<file path="src/fcp_pkg.sv">
// Package with constants, states and carrier types for the flash pin controller.
package fcp_pkg;
   // ==========================================================
   // Timing and widths.
   localparam int CLK_PERIOD_NS = 20;
   localparam int STROBE_NS = 60;
   localparam int SETUP_NS = 40;
   localparam int RESET_NS = 500;
   localparam int STROBE_CYC = (STROBE_NS + CLK_PERIOD_NS - 1) / CLK_PERIOD_NS;
   localparam int SETUP_CYC = (SETUP_NS + CLK_PERIOD_NS - 1) / CLK_PERIOD_NS;
   localparam int RESET_CYC = (RESET_NS + CLK_PERIOD_NS - 1) / CLK_PERIOD_NS;
   localparam int ADDR_W = 20;
   localparam int DATA_W = 16;
   localparam int CNT_W = 8;
   localparam logic [CNT_W-1:0] CNT_ZERO = 8'h00;
   localparam logic [CNT_W-1:0] CNT_ONE = 8'h01;
   localparam logic [15:0] DATA_ZERO = 16'h0000;
   localparam logic [19:0] ADDR_ZERO = 20'h0_0000;

   // ==========================================================
   // Protect pin drive modes.
   typedef enum logic [1:0] {
      PROT_LOCK,
      PROT_NORMAL,
      PROT_ACCEL
   } fcp_prot_type;

   // Controller states.
   typedef enum logic [2:0] {
      ST_IDLE,
      ST_SETUP,
      ST_STROBE,
      ST_HOLD,
      ST_RESET
   } fcp_state_type;

   // One write request from the user side.
   typedef struct packed {
      logic [ADDR_W-1:0] addr;
      logic [DATA_W-1:0] data;
      logic byteMode;
      logic lastCycle;
   } fcp_req_type;

   // Control pins toward the flash, all low-active except word select.
   typedef struct packed {
      logic chipSel_n;
      logic outStrobe_n;
      logic writeStrobe_n;
      logic wordSel;
      logic reset_n;
   } fcp_pins_type;
endpackage

</file>
<file path="src/fcp_flash_host.sv">
// Host-side controller that drives the flash control pins for write cycles.
`timescale 1ns/10ps
module fcp_flash_host #(
   parameter int ADDR_W = fcp_pkg::ADDR_W,
   parameter int DATA_W = fcp_pkg::DATA_W
) (
   // Clock and reset.
   input wire logic clk_sys,
   input wire logic sys_rst,
   // User request side.
   input wire logic reqValid,
   input wire fcp_pkg::fcp_req_type reqInfo,
   input wire logic resetReq,
   input wire fcp_pkg::fcp_prot_type protMode,
   output logic reqReady,
   output logic opDone,
   output logic devBusy,
   // Flash pins.
   output fcp_pkg::fcp_pins_type flashPins,
   output logic [ADDR_W-1:0] flashAddr,
   output logic [DATA_W-1:0] flashDataOut,
   output logic flashDataOe,
   output logic protectLow,
   output logic high_program_voltage,
   input wire logic op_done_status
);
   // ==========================================================
   // Cycle plan of one write, counted from the edge that takes the request:
   //   edge 0      request taken; address, data, width select and sequence end latched;
   //   edge 0      chip select low and data bus driven on the same edge, output strobe stays high;
   //   setup       the write strobe stays high for the setup count;
   //   strobe      the write strobe is low for the strobe count;
   //   hold        one cycle with chip select still low after the strobe rises;
   //   idle        chip select high, the request side is offered again.
   // The strobe rises one cycle before chip select, so the flash latches the cycle on the strobe edge
   // with chip select still low. Fixed counts were chosen over programmable ones because the
   // controller serves one device speed; a faster part only wastes a few cycles per write.
   // A reset request takes the place of a write and holds the reset pin low for the reset count.
   // ==========================================================
   // Parameter check.
   // The request and pin carriers are packed with the package widths, so other widths cannot be served.
   if (ADDR_W != fcp_pkg::ADDR_W || DATA_W != fcp_pkg::DATA_W) begin : gBad
      $error("fcp_flash_host: widths must match the package");
   end
   // Each phase needs at least one cycle, and its load value must fit the shared down-counter.
   if (fcp_pkg::SETUP_CYC < 1 || fcp_pkg::SETUP_CYC > (1 << fcp_pkg::CNT_W)) begin : gBadSetup
      $error("fcp_flash_host: setup count does not fit the counter");
   end
   if (fcp_pkg::STROBE_CYC < 1 || fcp_pkg::STROBE_CYC > (1 << fcp_pkg::CNT_W)) begin : gBadStrobe
      $error("fcp_flash_host: strobe count does not fit the counter");
   end
   if (fcp_pkg::RESET_CYC < 1 || fcp_pkg::RESET_CYC > (1 << fcp_pkg::CNT_W)) begin : gBadReset
      $error("fcp_flash_host: reset count does not fit the counter");
   end

   fcp_pkg::fcp_state_type state;
   fcp_pkg::fcp_state_type next_state;
   logic [fcp_pkg::CNT_W-1:0] count;
   logic [fcp_pkg::CNT_W-1:0] next_count;
   logic watchReady;
   // Marks that the request in flight closes a command sequence; held because reqInfo is valid only at take.
   logic lastSeq;

   // ==========================================================
   // Helper functions.
   // True in the phases in which the flash is selected and the host drives the data bus.
   function automatic logic isSelected(input fcp_pkg::fcp_state_type st);
      return (st == fcp_pkg::ST_SETUP) || (st == fcp_pkg::ST_STROBE) || (st == fcp_pkg::ST_HOLD);
   endfunction

   // Load value of the down-counter for a phase that lasts the given number of cycles.
   function automatic logic [fcp_pkg::CNT_W-1:0] loadOf(input int cycles);
      return fcp_pkg::CNT_W'(cycles - 1);
   endfunction

   // ==========================================================
   // Decoding of the state into pin levels and handshake conditions.
   wire logic countDone = (count == fcp_pkg::CNT_ZERO);
   // Requests are taken only in idle, so nothing is lost while a cycle is on the pins.
   wire logic takeReq = (state == fcp_pkg::ST_IDLE) && reqValid && !resetReq;
   // A reset request wins over a write, so a hung flash can always be recovered.
   wire logic startReset = (state == fcp_pkg::ST_IDLE) && resetReq;
   wire logic strobeEnd = (state == fcp_pkg::ST_STROBE) && countDone;
   // Strobe only in the strobe state, with output strobe held high.
   wire logic next_we_n = !(next_state == fcp_pkg::ST_STROBE);
   wire logic next_ce_n = !isSelected(next_state);
   // The data bus is driven exactly while the flash is selected, so it never fights the flash outputs.
   wire logic next_dataOe = isSelected(next_state);
   // The reset pulse on the flash pin lasts for the whole reset state.
   wire logic next_reset_n = !(next_state == fcp_pkg::ST_RESET);
   // A request is offered only in idle and is withdrawn from the cycle after a reset request is seen.
   wire logic next_ready = (next_state == fcp_pkg::ST_IDLE) && !resetReq;
   // The protect pin follows the mode every cycle and is not tied to the sequencer: the user must keep
   // the mode steady across a command sequence and must not leave the high voltage on for other work.
   // Accelerated mode drives the high voltage; lock mode drives the pin low.
   wire logic next_hv = (protMode == fcp_pkg::PROT_ACCEL);
   wire logic next_lock = (protMode == fcp_pkg::PROT_LOCK);

   // ==========================================================
   // Sequencer.
   // Next-state logic for the write and reset sequencer.
   always_comb begin
      next_state = state;
      // The counter runs down to zero and rests there; each phase loads its length less one.
      next_count = countDone ? count : count - fcp_pkg::CNT_ONE;
      case (state)
         // Idle: a reset request is served before a write request.
         fcp_pkg::ST_IDLE: begin
            if (startReset) begin
               next_state = fcp_pkg::ST_RESET;
               next_count = loadOf(fcp_pkg::RESET_CYC);
            end else if (takeReq) begin
               next_state = fcp_pkg::ST_SETUP;
               next_count = loadOf(fcp_pkg::SETUP_CYC);
            end
         end
         // Setup: chip select and data stand before the strobe falls.
         fcp_pkg::ST_SETUP: begin
            if (countDone) begin
               next_state = fcp_pkg::ST_STROBE;
               next_count = loadOf(fcp_pkg::STROBE_CYC);
            end
         end
         // Strobe: the write strobe is low for the whole phase.
         fcp_pkg::ST_STROBE: begin
            if (countDone) begin
               next_state = fcp_pkg::ST_HOLD;
            end
         end
         // Hold: one cycle that keeps address and chip select past the latching edge.
         fcp_pkg::ST_HOLD: begin
            next_state = fcp_pkg::ST_IDLE;
         end
         // Reset: the reset pin stays low until the count runs out.
         fcp_pkg::ST_RESET: begin
            if (countDone) begin
               next_state = fcp_pkg::ST_IDLE;
            end
         end
         default: begin
            next_state = fcp_pkg::ST_IDLE;
         end
      endcase
   end

   // ==========================================================
   // Registers.
   // State, counter and pin registers.
   always_ff @(posedge clk_sys) begin
      if (sys_rst) begin
         state <= fcp_pkg::ST_IDLE;
         count <= fcp_pkg::CNT_ZERO;
         flashPins <= '{chipSel_n: 1'b1, outStrobe_n: 1'b1, writeStrobe_n: 1'b1, wordSel: 1'b1, reset_n: 1'b1};
         reqReady <= 1'b0;
         high_program_voltage <= 1'b0;
         protectLow <= 1'b0;
      end else begin
         // Every pin is registered so the flash sees clean levels with no decode glitches.
         state <= next_state;
         count <= next_count;
         flashPins.chipSel_n <= next_ce_n;
         flashPins.outStrobe_n <= 1'b1; // Never read here, so always high.
         flashPins.writeStrobe_n <= next_we_n; // Rising edge latches the cycle.
         flashPins.reset_n <= next_reset_n;
         // Width select is latched with the request and stands until the next one is taken.
         if (takeReq) begin
            flashPins.wordSel <= !reqInfo.byteMode; // Low selects byte mode.
         end
         reqReady <= next_ready;
         high_program_voltage <= next_hv;
         protectLow <= next_lock;
      end
   end

   // Address and data are held from setup to hold so the latch edge sees them stable.
   always_ff @(posedge clk_sys) begin
      if (sys_rst) begin
         flashAddr <= fcp_pkg::ADDR_ZERO;
         flashDataOut <= fcp_pkg::DATA_ZERO;
         flashDataOe <= 1'b0;
         lastSeq <= 1'b0;
      end else begin
         if (takeReq) begin
            flashAddr <= reqInfo.addr;
            flashDataOut <= reqInfo.data;
            lastSeq <= reqInfo.lastCycle;
         end
         flashDataOe <= next_dataOe;
      end
   end

   // ==========================================================
   // Completion tracking.
   // Busy is only sampled after the last strobe of a sequence, since earlier it is not valid.
   // The done pulse needs busy to be seen first: a write that the flash refuses, for example into a
   // locked boot sector, never pulls the line low and so never produces a pulse. The watch then
   // stays armed until a later busy period ends or a reset request clears it.
   always_ff @(posedge clk_sys) begin
      if (sys_rst) begin
         watchReady <= 1'b0;
         devBusy <= 1'b0;
         opDone <= 1'b0;
      end else begin
         opDone <= 1'b0;
         if (state == fcp_pkg::ST_RESET) begin
            watchReady <= 1'b0; // Reset aborts any operation.
            devBusy <= 1'b0;
         end else if (strobeEnd && lastSeq) begin
            watchReady <= 1'b1;
         end else if (watchReady && state == fcp_pkg::ST_IDLE) begin
            devBusy <= !op_done_status; // Low means program or erase active.
            if (op_done_status && devBusy) begin
               watchReady <= 1'b0;
               opDone <= 1'b1;
            end
         end
      end
   end
endmodule

</file>
<file path="config.mk">
export PLATFORM = sky130hd
export DESIGN_NAME = fcp_flash_host
export DESIGN_NICKNAME = d
export VERILOG_FILES = /design/src/fcp_pkg.sv /design/src/fcp_flash_host.sv
export SDC_FILE = /design/constraint.sdc
export NUM_CORES = 1
export LEC_CHECK = 0
export BUFFER_PORTS_ARGS = -buffer_cell sky130_fd_sc_hd__buf_2
export CORE_MARGIN = 1
export CORE_UTILIZATION = 48
export DETAILED_ROUTE_END_ITERATION = 8
export GPL_TIMING_DRIVEN = 1
export PLACE_DENSITY = 0.79
export SYNTH_ARGS = -nofsm -noshare
export SYNTH_HDL_FRONTEND = slang
export SYNTH_SLANG_ARGS = --single-unit
</file>
<file path="constraint.sdc">
create_clock -name clk_sys -period 2.85 [get_ports clk_sys]
set_clock_uncertainty 0.15 [all_clocks]
set_input_delay 0.285 -clock clk_sys [delete_from_list [all_inputs] [get_ports clk_sys]]
set_output_delay 0.285 -clock clk_sys [all_outputs]
set_load 0.1 [all_outputs]
</file>
# After elaboration in Yosys (flattened, before gate mapping)

Index checks and enable logic that the tools add are counted.

Word-level logic and storage cells: 69
Output and inout port bits: 47
Input port bits: 45
Register bits after elaboration: 60

Equal/unequal tests: 8
$add $sub $neg: 1
Muxes and demuxes: 15
Reduce and logical (&&, ||, !) cells: 26
Bitwise operators: 2

Operator list:

| cell                                                | count |
|---|---|
| two-way mux 8 bit                                   | 4 |
| case mux 8 bit (2 select lines)                     | 1 |
| two-way mux 3 bit                                   | 5 |
| case mux 3 bit (4 select lines)                     | 1 |
| equality test 3 x 2 -> 1 bit, second input constant | 3 |
| logical AND 1 bit                                   | 8 |
| logical NOT 8 bit                                   | 1 |
| subtractor 8 x 1 -> 8 bit, second input constant    | 1 |
| equality test 3 x 1 -> 1 bit, second input constant | 2 |
| equality test 3 bit, second input constant          | 2 |
| logical NOT 1 bit                                   | 6 |
| logical NOT 3 bit                                   | 2 |
| two-way mux 1 bit                                   | 4 |
| AND reduction 2 bit                                 | 2 |
| nonzero test 2 bit                                  | 2 |
| OR reduction 4 bit                                  | 1 |
| equality test 2 bit, second input constant          | 1 |
| logical NOT 2 bit                                   | 1 |
| logical OR 1 bit                                    | 2 |
| inverter 1 bit                                      | 2 |
| OR reduction 2 bit                                  | 1 |

# Logic depth before layout (Yosys ltp)

Gate-level depths: netlist (run 1).

Depth in word-level cells: 10
Gate-level depth with buffers: 10
Mapped depth without buffers: 9

# Worst setup path after synthesis (run 1)

No wires, ideal clock.

Path type: register to register
Start: register count[0] (netlist name)
End: register count[0] (netlist name)
Cell stages (with the launch flop): 11
Setup time: 0.074 ns
Slack: 0.684 ns
Arrival time: 1.942 ns
Path through: dfxtp_1 > inv_1 > ha_1 > or3b_2 > clkbuf_1 > nor2_1 > inv_1 > ha_1 > inv_1 > o31ai_1 > a31oi_1

Word-level cells in the longest chain between the ends: 5

Ends and longest elaborated chain:

| element                                                        | RTL line                                    | source |
|---|---|---|
| from (decl)                                                    | fcp_flash_host.sv:58                        | `logic [fcp_pkg::CNT_W-1:0] count;` |
| from (signal assigned)                                         | fcp_flash_host.sv:152                       | `count <= fcp_pkg::CNT_ZERO;` |
| from (signal assigned)                                         | fcp_flash_host.sv:160                       | `count <= next_count;` |
| subtractor 8 x 1 -> 8 bit or logical NOT 8 bit (tied branches) | fcp_flash_host.sv:105, fcp_flash_host.sv:78 |  |
| two-way mux 8 bit                                              | fcp_flash_host.sv:105                       | `next_count = countDone ? count : count - fcp_pkg::CNT_ONE;` |
| two-way mux 8 bit                                              | fcp_flash_host.sv:112                       | `end else if (takeReq) begin` |
| two-way mux 8 bit                                              | fcp_flash_host.sv:109                       | `if (startReset) begin` |
| case mux 8 bit (2 select lines) *                              | fcp_flash_host.sv:106                       | `case (state)` |

Mark *: on every way between the ends. The rest lies on a longest branch, timed or not.
A chain may end at the register's enable or synchronous reset.

# Final worst setup path (run 1)

Same ends and word-level chain as after synthesis.

==> results of run 1 <==
==> report_power, final <==
group	internal [mW]	switching [mW]
Combinational	0.324	0.929
Sequential	0.934	0.0994
Clock	0.423	0.320
Total	1.68	1.35
==> cell type report <==
class                           instances  area, um2
Tap cell                               67       83.8
Multi-Input combinational cell        190       1070
Clock buffer                           11        141
Inverter                                4       15.0
Sequential cell                        59       1180
Clock inverter                          5       52.6
Fill cell                             430       1700
Timing Repair Buffer                   97        508
==> placed cells by master, fill, tap and decap left out, types with 2 or more instances in the layout <==
cell type	n
a211oi_1	2
a21o_1	5
a21oi_1	43
a31oi_1	3
buf_2	90
buf_4	5
clkbuf_8	10
clkinv_2	3
dfxtp_1	59
dlygate4sd3_1	2
ha_1	2
inv_1	4
nand2_1	5
nand2b_1	2
nand3_1	39
nor2_1	6
nor3_1	7
nor3b_1	4
nor4_1	3
o21ai_0	43
o31ai_1	2
or3_1	3
or4_1	2
==> worst paths after layout <==
check | from | slack (ns) | cells past startpoint | end
worst max-delay path | count[0]$_SDFF_PP0_ | 0.50 | 9 | count[0]$_SDFF_PP0_
worst min-delay path | op_done_status | 0.03 | 2 | devBusy$_SDFFE_PP0P_
worst max register to register | count[0]$_SDFF_PP0_ | 0.50 | 9 | count[0]$_SDFF_PP0_
worst min register to register | flashAddr[14]$_SDFFE_PP0P_ | 0.32 | 2 | flashAddr[14]$_SDFFE_PP0P_
==> worst register-to-register path, delay by kind of cell, from the launching register on <==
| family | cells | cell delay (ns) |
|---|---|---|
| buffers and inverters | 3 | 0.24 |
| AOI/OAI and AO/OA | 2 | 0.24 |
| adders and majority gates | 2 | 0.54 |
| and+or+nand+nor | 2 | 0.76 |
| DFF | 1 | 0.33 |
==> timing repair <==
item,4_1_cts,5_1_grt
buffers inserted,0,0
endpoints found under the hold margin,2,0
hold buffers,2,0
==> through the flow <==
stage | utilization [%] | hold WS, ns | setup WS (ns) | total power [mW] | std cells
final | 64.3 | 0.0273 | 0.496 | 3.03 | 433
after global placement | 59.8 | 0.304 | 0.621 | 2.27 | 415
after floorplan | - | 0.211 | 0.684 | 2.07 | 282
after CTS | 64.3 | 0.0105 | 0.517 | 3.04 | 433
after global routing | 64.3 | 0.0299 | 0.315 | 3.19 | 433
after detailed placement | 59.8 | 0.307 | 0.543 | 2.29 | 415
==> routing by layer <==
layer  global-route usage, %  vias up  share of wire [%]
met4                    12.9        0                1.6
met1                    27.6     1123                 44
met3                    7.50       10                8.8
met5                       0        -                  0
met2                    40.5      105                 45
li1                        -     1181                  -
==> cells by family (layout without fill, tap and decap cells) <==
kind of cell / count (synthesis) / count (layout) / share of synthesized area (%)
compound gates: 107 / 107 / 24.9
xor+xnor: 1 / 1 / 0.368
fa+ha+maj: 2 / 2 / 1.05
buf+inv: 33 / 117 / 5.72
flops: 59 / 59 / 49.6
other cells: 1 / 1 / 0.157
simple gates: 79 / 79 / 18.3
==> registers in the layout (all words and copies together) (netlist names) <==
signal / count
devBusy: 1
state: 3
flashPins: 4
high_program_voltage: 1
watchReady: 1
reqReady: 1
opDone: 1
protectLow: 1
flashAddr: 20
lastSeq: 1
flashDataOut: 16
count: 8
flashDataOe: 1
==> results.md, run 1 <==
- The flow ran to the end, and the final reports show no timing, DRC or antenna violations.
- The number of detailed-route iterations in the first pass is 4.
- Derived from the worst setup path, the maximum achievable clock frequency is 425 MHz.
- After the last flow step, the layout net total stands at 408.
- The number of antenna repair diodes is 0.
- The number of cells produced by synthesis is 282.
- The number of global-route vias before repair is 2242.
- In this run the core area contains 25 standard-cell rows.
- Data arrives at the worst endpoint at 2.45 ns.
- The ratio of total power to cell area is 991 nW/um2.
- After routing the design area is 3060 um2.
- The core region is 4750 um2.
- The die is 72.5 um tall.
- Headroom to the max-slew limit came out at 38.2%.
- The clock period could shrink to 2.35 ns.
- Input and output buffers added on the ports amount to 90.
- The horizontal die dimension is 72.5 um.
- In this design, the stage delay of the slowest critical-path cell is 0.53 ns.
- The kind of end point of the critical path is a register.
- The critical path goes through inv_1 > ha_1 > or3b_2 > nor2_1 > inv_1 > ha_1 > inv_1 > o31ai_1 > a31oi_1.
- In the routed design, unresolved DRC markers number 0.
- The later pin in the worst-skew pair is clocked with a latency of 0.33 ns.
- The per-instance average area after synthesis is 8.45 um2.
- The routed layout has 2419 vias.
- The post-placement cell area is 2840 um2.
- Synthesis produced a netlist with a net count of 329.
- By area the synthesized netlist is led by dfxtp_1 (50%), a21oi_1 (9.0%), o21ai_0 (9.0%), nand3_1 (8.2%), clkbuf_1 (4.1%).
- The worst-case IR drop observed on VDD is 0.632 mV.
- The worst setup path is launched from a register.
- The share of synthesized registers carrying an async set or reset is 0%.
- The detailed placer's ending HPWL is 3840 um.
- Summed over its instances, the top area cell type makes up 49.6% of the synthesized netlist area.
- The category of the critical setup timing path is reg2reg.
- The netlist area before placement is 2380 um2.
- Setup repair after global routing left no endpoint under its margin.
- The number of antenna violations at the first check in global routing was 0.
- In this run the worst path has a maximum fanout of 6.
- The post-synthesis register bit count is 59.
- The slowest cell on the critical path is or3b_2.
- The clock tree synthesis step divided the H-tree into 3 levels.
- The final antenna-violating net count is 0.
- After clock tree synthesis, the repair step resized 0 gates.
- The tightest min-delay check is of the in2reg type.
- The I/O pin count is 92.
- The signed area change from the synthesized netlist to the final layout is 28.2%.
- In this run the deepest clock path goes through 2 buffers.
- The initial standard-cell utilization of the core is 50.1%.
- The count of buffering cells on the critical path with inverters included is 3.
- The setup TNS is 0 ns.
- Grouping stages by cell kind, the critical path spends the most delay in simple AND/OR/NAND/NOR gates.
- After synthesis, flip-flops and latches occupy 49.6% of the total area.
- Routability-driven placement finished with a final weighted congestion of 0.841.
- The number of failing hold endpoints at the final stage was 0.
- The commonest cells after synthesis are dfxtp_1 (59), a21oi_1 (43), o21ai_0 (43), nand3_1 (39), clkbuf_1 (26).
- Of all cell types, the one taking the most synthesized area is dfxtp_1.
- The overflow left after global routing is 0.
- The count of endpoints failing setup in the final report is 0.
- Summed over all layers, the routed wires come to 5890 um.
- The standby leakage power is 1.31 nW.
- The most common cell in the synthesized netlist is dfxtp_1.
- Counting every sink on the clock net gives 59.
- The global-route wire length before repair is 9720 um.
- The count of flip-flops with a built-in enable after synthesis is 0.
- The count of cell types in the netlist is 41.
- The cell sitting at the root of the clock tree is a clkbuf_8.
- The pin count of the biggest net entering global routing is 52.
- The number of max-slew violations in the final report was 0.
- The post-detailed-route via-to-cell ratio is 5.59.
- For this run, the number of Yosys warnings is 0.
- The CTS tree is built.
- TritonCTS created 9 clock buffers.
- The transition time of the tightest slew-check pin is 0.927 ns.
- The overall die area is 5250 um2.
- The final critical path takes up 82.6% of the cycle.
- The detailed router finished its first iteration with 133 violations.
- In the final layout, the share of cells above drive strength 1 is 32.0%.
- The main flop type after synthesis is dfxtp_1.
- The most numerous cell type found on the critical path is inv_1.
- Across the run, the number of max-cap violations was 0.
- At the worst endpoint, the required time is 2.95 ns.
- The clock-pin transition on the worst setup and hold timing paths is 0.06 ns.
- In the global route stage, overall resource usage came out at 24.2%.
- The average detailed-routed wire length per instance is 13.6 um.
Note: power is estimated with default switching activity, not from simulation.
==> run 2, diff against run 1 <==
- ABC_AREA: unset -> 1
- CORE_UTILIZATION: 48 -> 43
- PLACE_DENSITY: 0.79 -> 0.75
- clock period: 2.85 -> 2.16 ns (I/O delays scaled with it)
==> results.md, run 2 <==
- The flow ran to the end, and the final reports show no timing, DRC or antenna violations.
- The die height is 74.4 um.
- Summed over all nets, the half-perimeter wirelength after detailed placement is 3590 um.
- The slack of the worst reg-to-reg path is 0.24 ns.
- The standby leakage power is 1.58 nW.
- Counting both buffers and inverters, the worst setup path holds a total of 3.
- Data on the critical path arrives at its endpoint at 1.99 ns.
- Entering global routing, the biggest net connects 38 pins.
- The largest registers in the layout are flashAddr (20), flashDataOut (16), count (8).
- In the layout the commonest cells are nor2_1 (91), buf_2 (90), dfxtp_1 (59).
- The number of cells produced by synthesis is 289.
- In the synthesized netlist, the cells that appear most often are nor2_1 (91), dfxtp_1 (59), o21ai_0 (41), nand2_1 (22), inv_1 (11).
- After the first detailed-routing iteration, the DRC count stood at 137.
- The post-cts resize count is 0.
- dfxtp_1 takes more of the synthesized area than any other cell.
- The number of detailed-route iterations in the first pass is 4.
- Buffers inserted to repair hold after CTS numbered 39.
- The signed area change from the synthesized netlist to the final layout is 46.6%.
- The overall die area is 5540 um2.
- The startpoint of the worst-slack reg-to-reg timing path is count[0]$_SDFF_PP0_.
- At the end of routability-driven placement, the weighted congestion stood at 0.895.
- The number of nets in the synthesized netlist is 336.
- 92 I/O pins were placed.
- The biggest fanout along the worst timing path is 7.
- The core region is 4880 um2.
- The sequential cell area fraction in the yosys report is 52.4%.
- In this run the remaining antenna-violating nets after routing total 0.
- The design internal power is 2.26 mW.
- The setup path with the least slack is of type reg2reg.
- The global-route wire length before repair is 9940 um.
- The initial standard-cell utilization of the core is 46.2%.
- The number of antenna violations at the first check in global routing is 0.
- The pre-CTS setup slack is 0.247 ns.
- By area the synthesized netlist is led by dfxtp_1 (52%), nor2_1 (15%), o21ai_0 (9.1%), nand2_1 (3.7%), a21oi_1 (2.0%).
- The peak supply drop is 0.767 mV.
- Adding up every negative setup slack in the final design gives 0 ns.
- Setup violations remaining at the end of the flow were counted as 0.
- At the worst endpoint, the required time is 2.22 ns.
- For this design the ratio of total power to cell area is 1310 nW/um2.
- The share of synthesized registers carrying an async set or reset is 0%.
- The final clock period utilization by the worst path is 89.1%.
- Of the total power, combinational logic draws 46.8%.
- The count of cell types in the netlist is 28.
- The Yosys step of the flow raised 0 warnings.
- Using the TritonRoute via totals, the vias-per-cell ratio works out to 4.73.
- On the worst path, the slowest cell contributes a delay of 0.30 ns.
- Timing would allow up to 520 MHz.
- The critical path depth in cells is 9.
- The die is 74.4 um wide.
- The worst setup path is launched from a register.
- The proportion of power drawn by flip-flops and latches is 32.3%.
- Setup repair after global routing left no endpoint under its margin.
- The overflow left after global routing is 0.
- Clock-pin slew was measured on the worst setup and hold paths at 0.06 ns.
- The number of flip-flops under the largest register name is 20.
- Overall power consumption after layout is estimated at 4.34 mW.
- The cell chosen for the clock root is clkbuf_8.
- The critical path endpoint is count[0]$_SDFF_PP0_.
- The average detailed-routed wire length per instance is 12.5 um.
- The final layout contains routed wiring with a total length of 6140 um.
- The post-synthesis register bit count is 59.
- The post-route netlist has 29.6% of its cells at a drive strength greater than 1.
- The switching fraction of total power is 47.9%.
- Of the post-synthesis cell area, the dominant cell type holds 52.4%.
- The class of the tightest hold or removal check is in2reg.
- The worst setup path is captured at a register.
- The H-tree was split into 3 levels.
- The number of global-route vias before repair is 2271.
- The clock network latency to the later pin of the worst-skew pair is 0.33 ns.
- The most used flip-flop cell after synthesis is dfxtp_1.
- The CTS tree is built.
- The total via count after detailed routing is 2319.
- After the last flow step, the layout net total stands at 466.
- TritonCTS created 9 clock buffers.
- The number of max-slew violations in the final report was 0.
- The max-capacitance violation count is 0.
- The most common cell in the synthesized netlist is nor2_1.
- Traced cell by cell, the critical path runs through inv_1 > ha_1 > nand2_2 > nor2_4 > inv_2 > ha_1 > inv_1 > o21ai_0 > a31oi_1.
- The per-instance average area after synthesis is 7.81 um2.
- The filler cells instantiated in the layout total 405.
- Leaving out fill and tap cells, the most frequent cell in the layout is nor2_1.
- The clock period minus final worst setup slack is 1.92 ns.
- The maximum buffer depth of the clock tree is 2.
- The worst path meets setup with 0.236 ns of slack.
- Once the clock tree was built, the setup fixing pass inserted 0 buffers.
- The first element of the critical path is count[0]$_SDFF_PP0_.
- The reg-to-reg endpoint is count[0]$_SDFF_PP0_.
- The netlist area before placement is 2260 um2.
- The category of cells accounting for the largest share of critical-path delay is adder cells.
- The clock drives 59 sinks.
- Buffers placed on the I/O ports in this run total 90.
- The worst register-to-register path has a depth of 9.
- In this run the core area contains 25 standard-cell rows.
- The count of flip-flops with a built-in enable after synthesis is 0.
- The number of failing hold endpoints at the final stage is 0.
- The total DRC errors in the routed layout is 0.
- The overall fraction of global-route tracks in use is 24.4%.
- Counting flops per register, the top entry is flashAddr.
- The slowest cell on the critical path is dfxtp_1.
- The clock network burns 20.9% of the power.
- The switching power is 2.08 mW.
- The number of antenna repair diodes is 0.
==> run 2: changes by cell type in the layout (fill, tap and decap cells not counted), sizes merged, moves of 5 or more <==
cell         delta
nor2           +91
dlygate4sd3    +37
a21oi          -35
nand3          -31
nand2          +21
inv            +11
a21o            -5
==> run 2: metal layers <==
layer	GRT usage, %	wire, um	up-vias	share of wire, %
li1	-	-	1181	-
met1	26.2	2540	1058	41
met2	43.5	3140	72	51
met3	7.59	375	8	6.1
met4	11.3	86	0	1.4
met5	0	0	-	0
==> run 2: area by class of cell <==
cell class              count  area (um2)  area share, %
clock buffers              13         169           5.11
clock inverters             2        10.0          0.303
inverters                  16        60.1           1.82
multi-input cells         200         932           28.2
flip-flops and latches     59        1180           35.7
well taps                  67        83.8           2.53
repair buffers            133         871           26.3
==> run 2: worst min-delay path by stage <==
| stage | start | endpoint | slack (ns) | cells past startpoint |
|---|---|---|---|---|
| after floorplan | protMode[0] | high_program_voltage$_SDFF_PP0_ | 0.14 | 1 |
| after global placement | protMode[0] | high_program_voltage$_SDFF_PP0_ | 0.24 | 2 |
| after global routing | op_done_status | devBusy$_SDFFE_PP0P_ | 0.01 | 3 |
| after detailed placement | protMode[0] | high_program_voltage$_SDFF_PP0_ | 0.25 | 2 |
| final | op_done_status | opDone$_SDFF_PP0_ | 0.02 | 3 |
| after CTS | reqInfo[15] | flashDataOut[13]$_SDFFE_PP0P_ | 0.0006 | 3 |
==> run 2: stage by stage <==
stage	cell area, um2	instances	util, %	hold WS, ns
floorplan	2260	289	-	0.138
global placement	2740	436	56.1	0.244
detailed placement	2740	436	56.1	0.248
CTS	3310	490	67.8	0.000608
global route	3310	490	67.8	0.0129
finish	3310	490	67.8	0.0194
==> run 2: kinds of logic after synthesis <==
group / count (synthesis) / synth area share [%]
xor gates and xnor gates: 4 / 1.55
AOI/OAI and AO/OA: 52 / 11.7
and+or+nand+nor: 141 / 26.8
other: 1 / 0.166
adders and majority gates: 2 / 1.11
DFF: 59 / 52.4
buffers and inverters: 30 / 6.32
==> run 2: tightest hold or removal path: cells and delay by family <==
kind / cells / cell delay, ns
buf+inv: 1 / 0.10
simple gates: 2 / 0.13
==> run 2: power groups by stage <==
| stage | Combinational, mW | Sequential (mW) | Clock [mW] |
|---|---|---|---|
| 3_5_place_dp | 1.96 | 1.42 | 0 |
| 5_1_grt | 2.19 | 1.42 | 0.986 |
| 6_report | 2.03 | 1.40 | 0.909 |
| 3_3_place_gp | 1.93 | 1.41 | 0 |
| 2_1_floorplan | 0.764 | 2.31 | 0 |
| 4_1_cts | 2.02 | 1.40 | 0.925 |
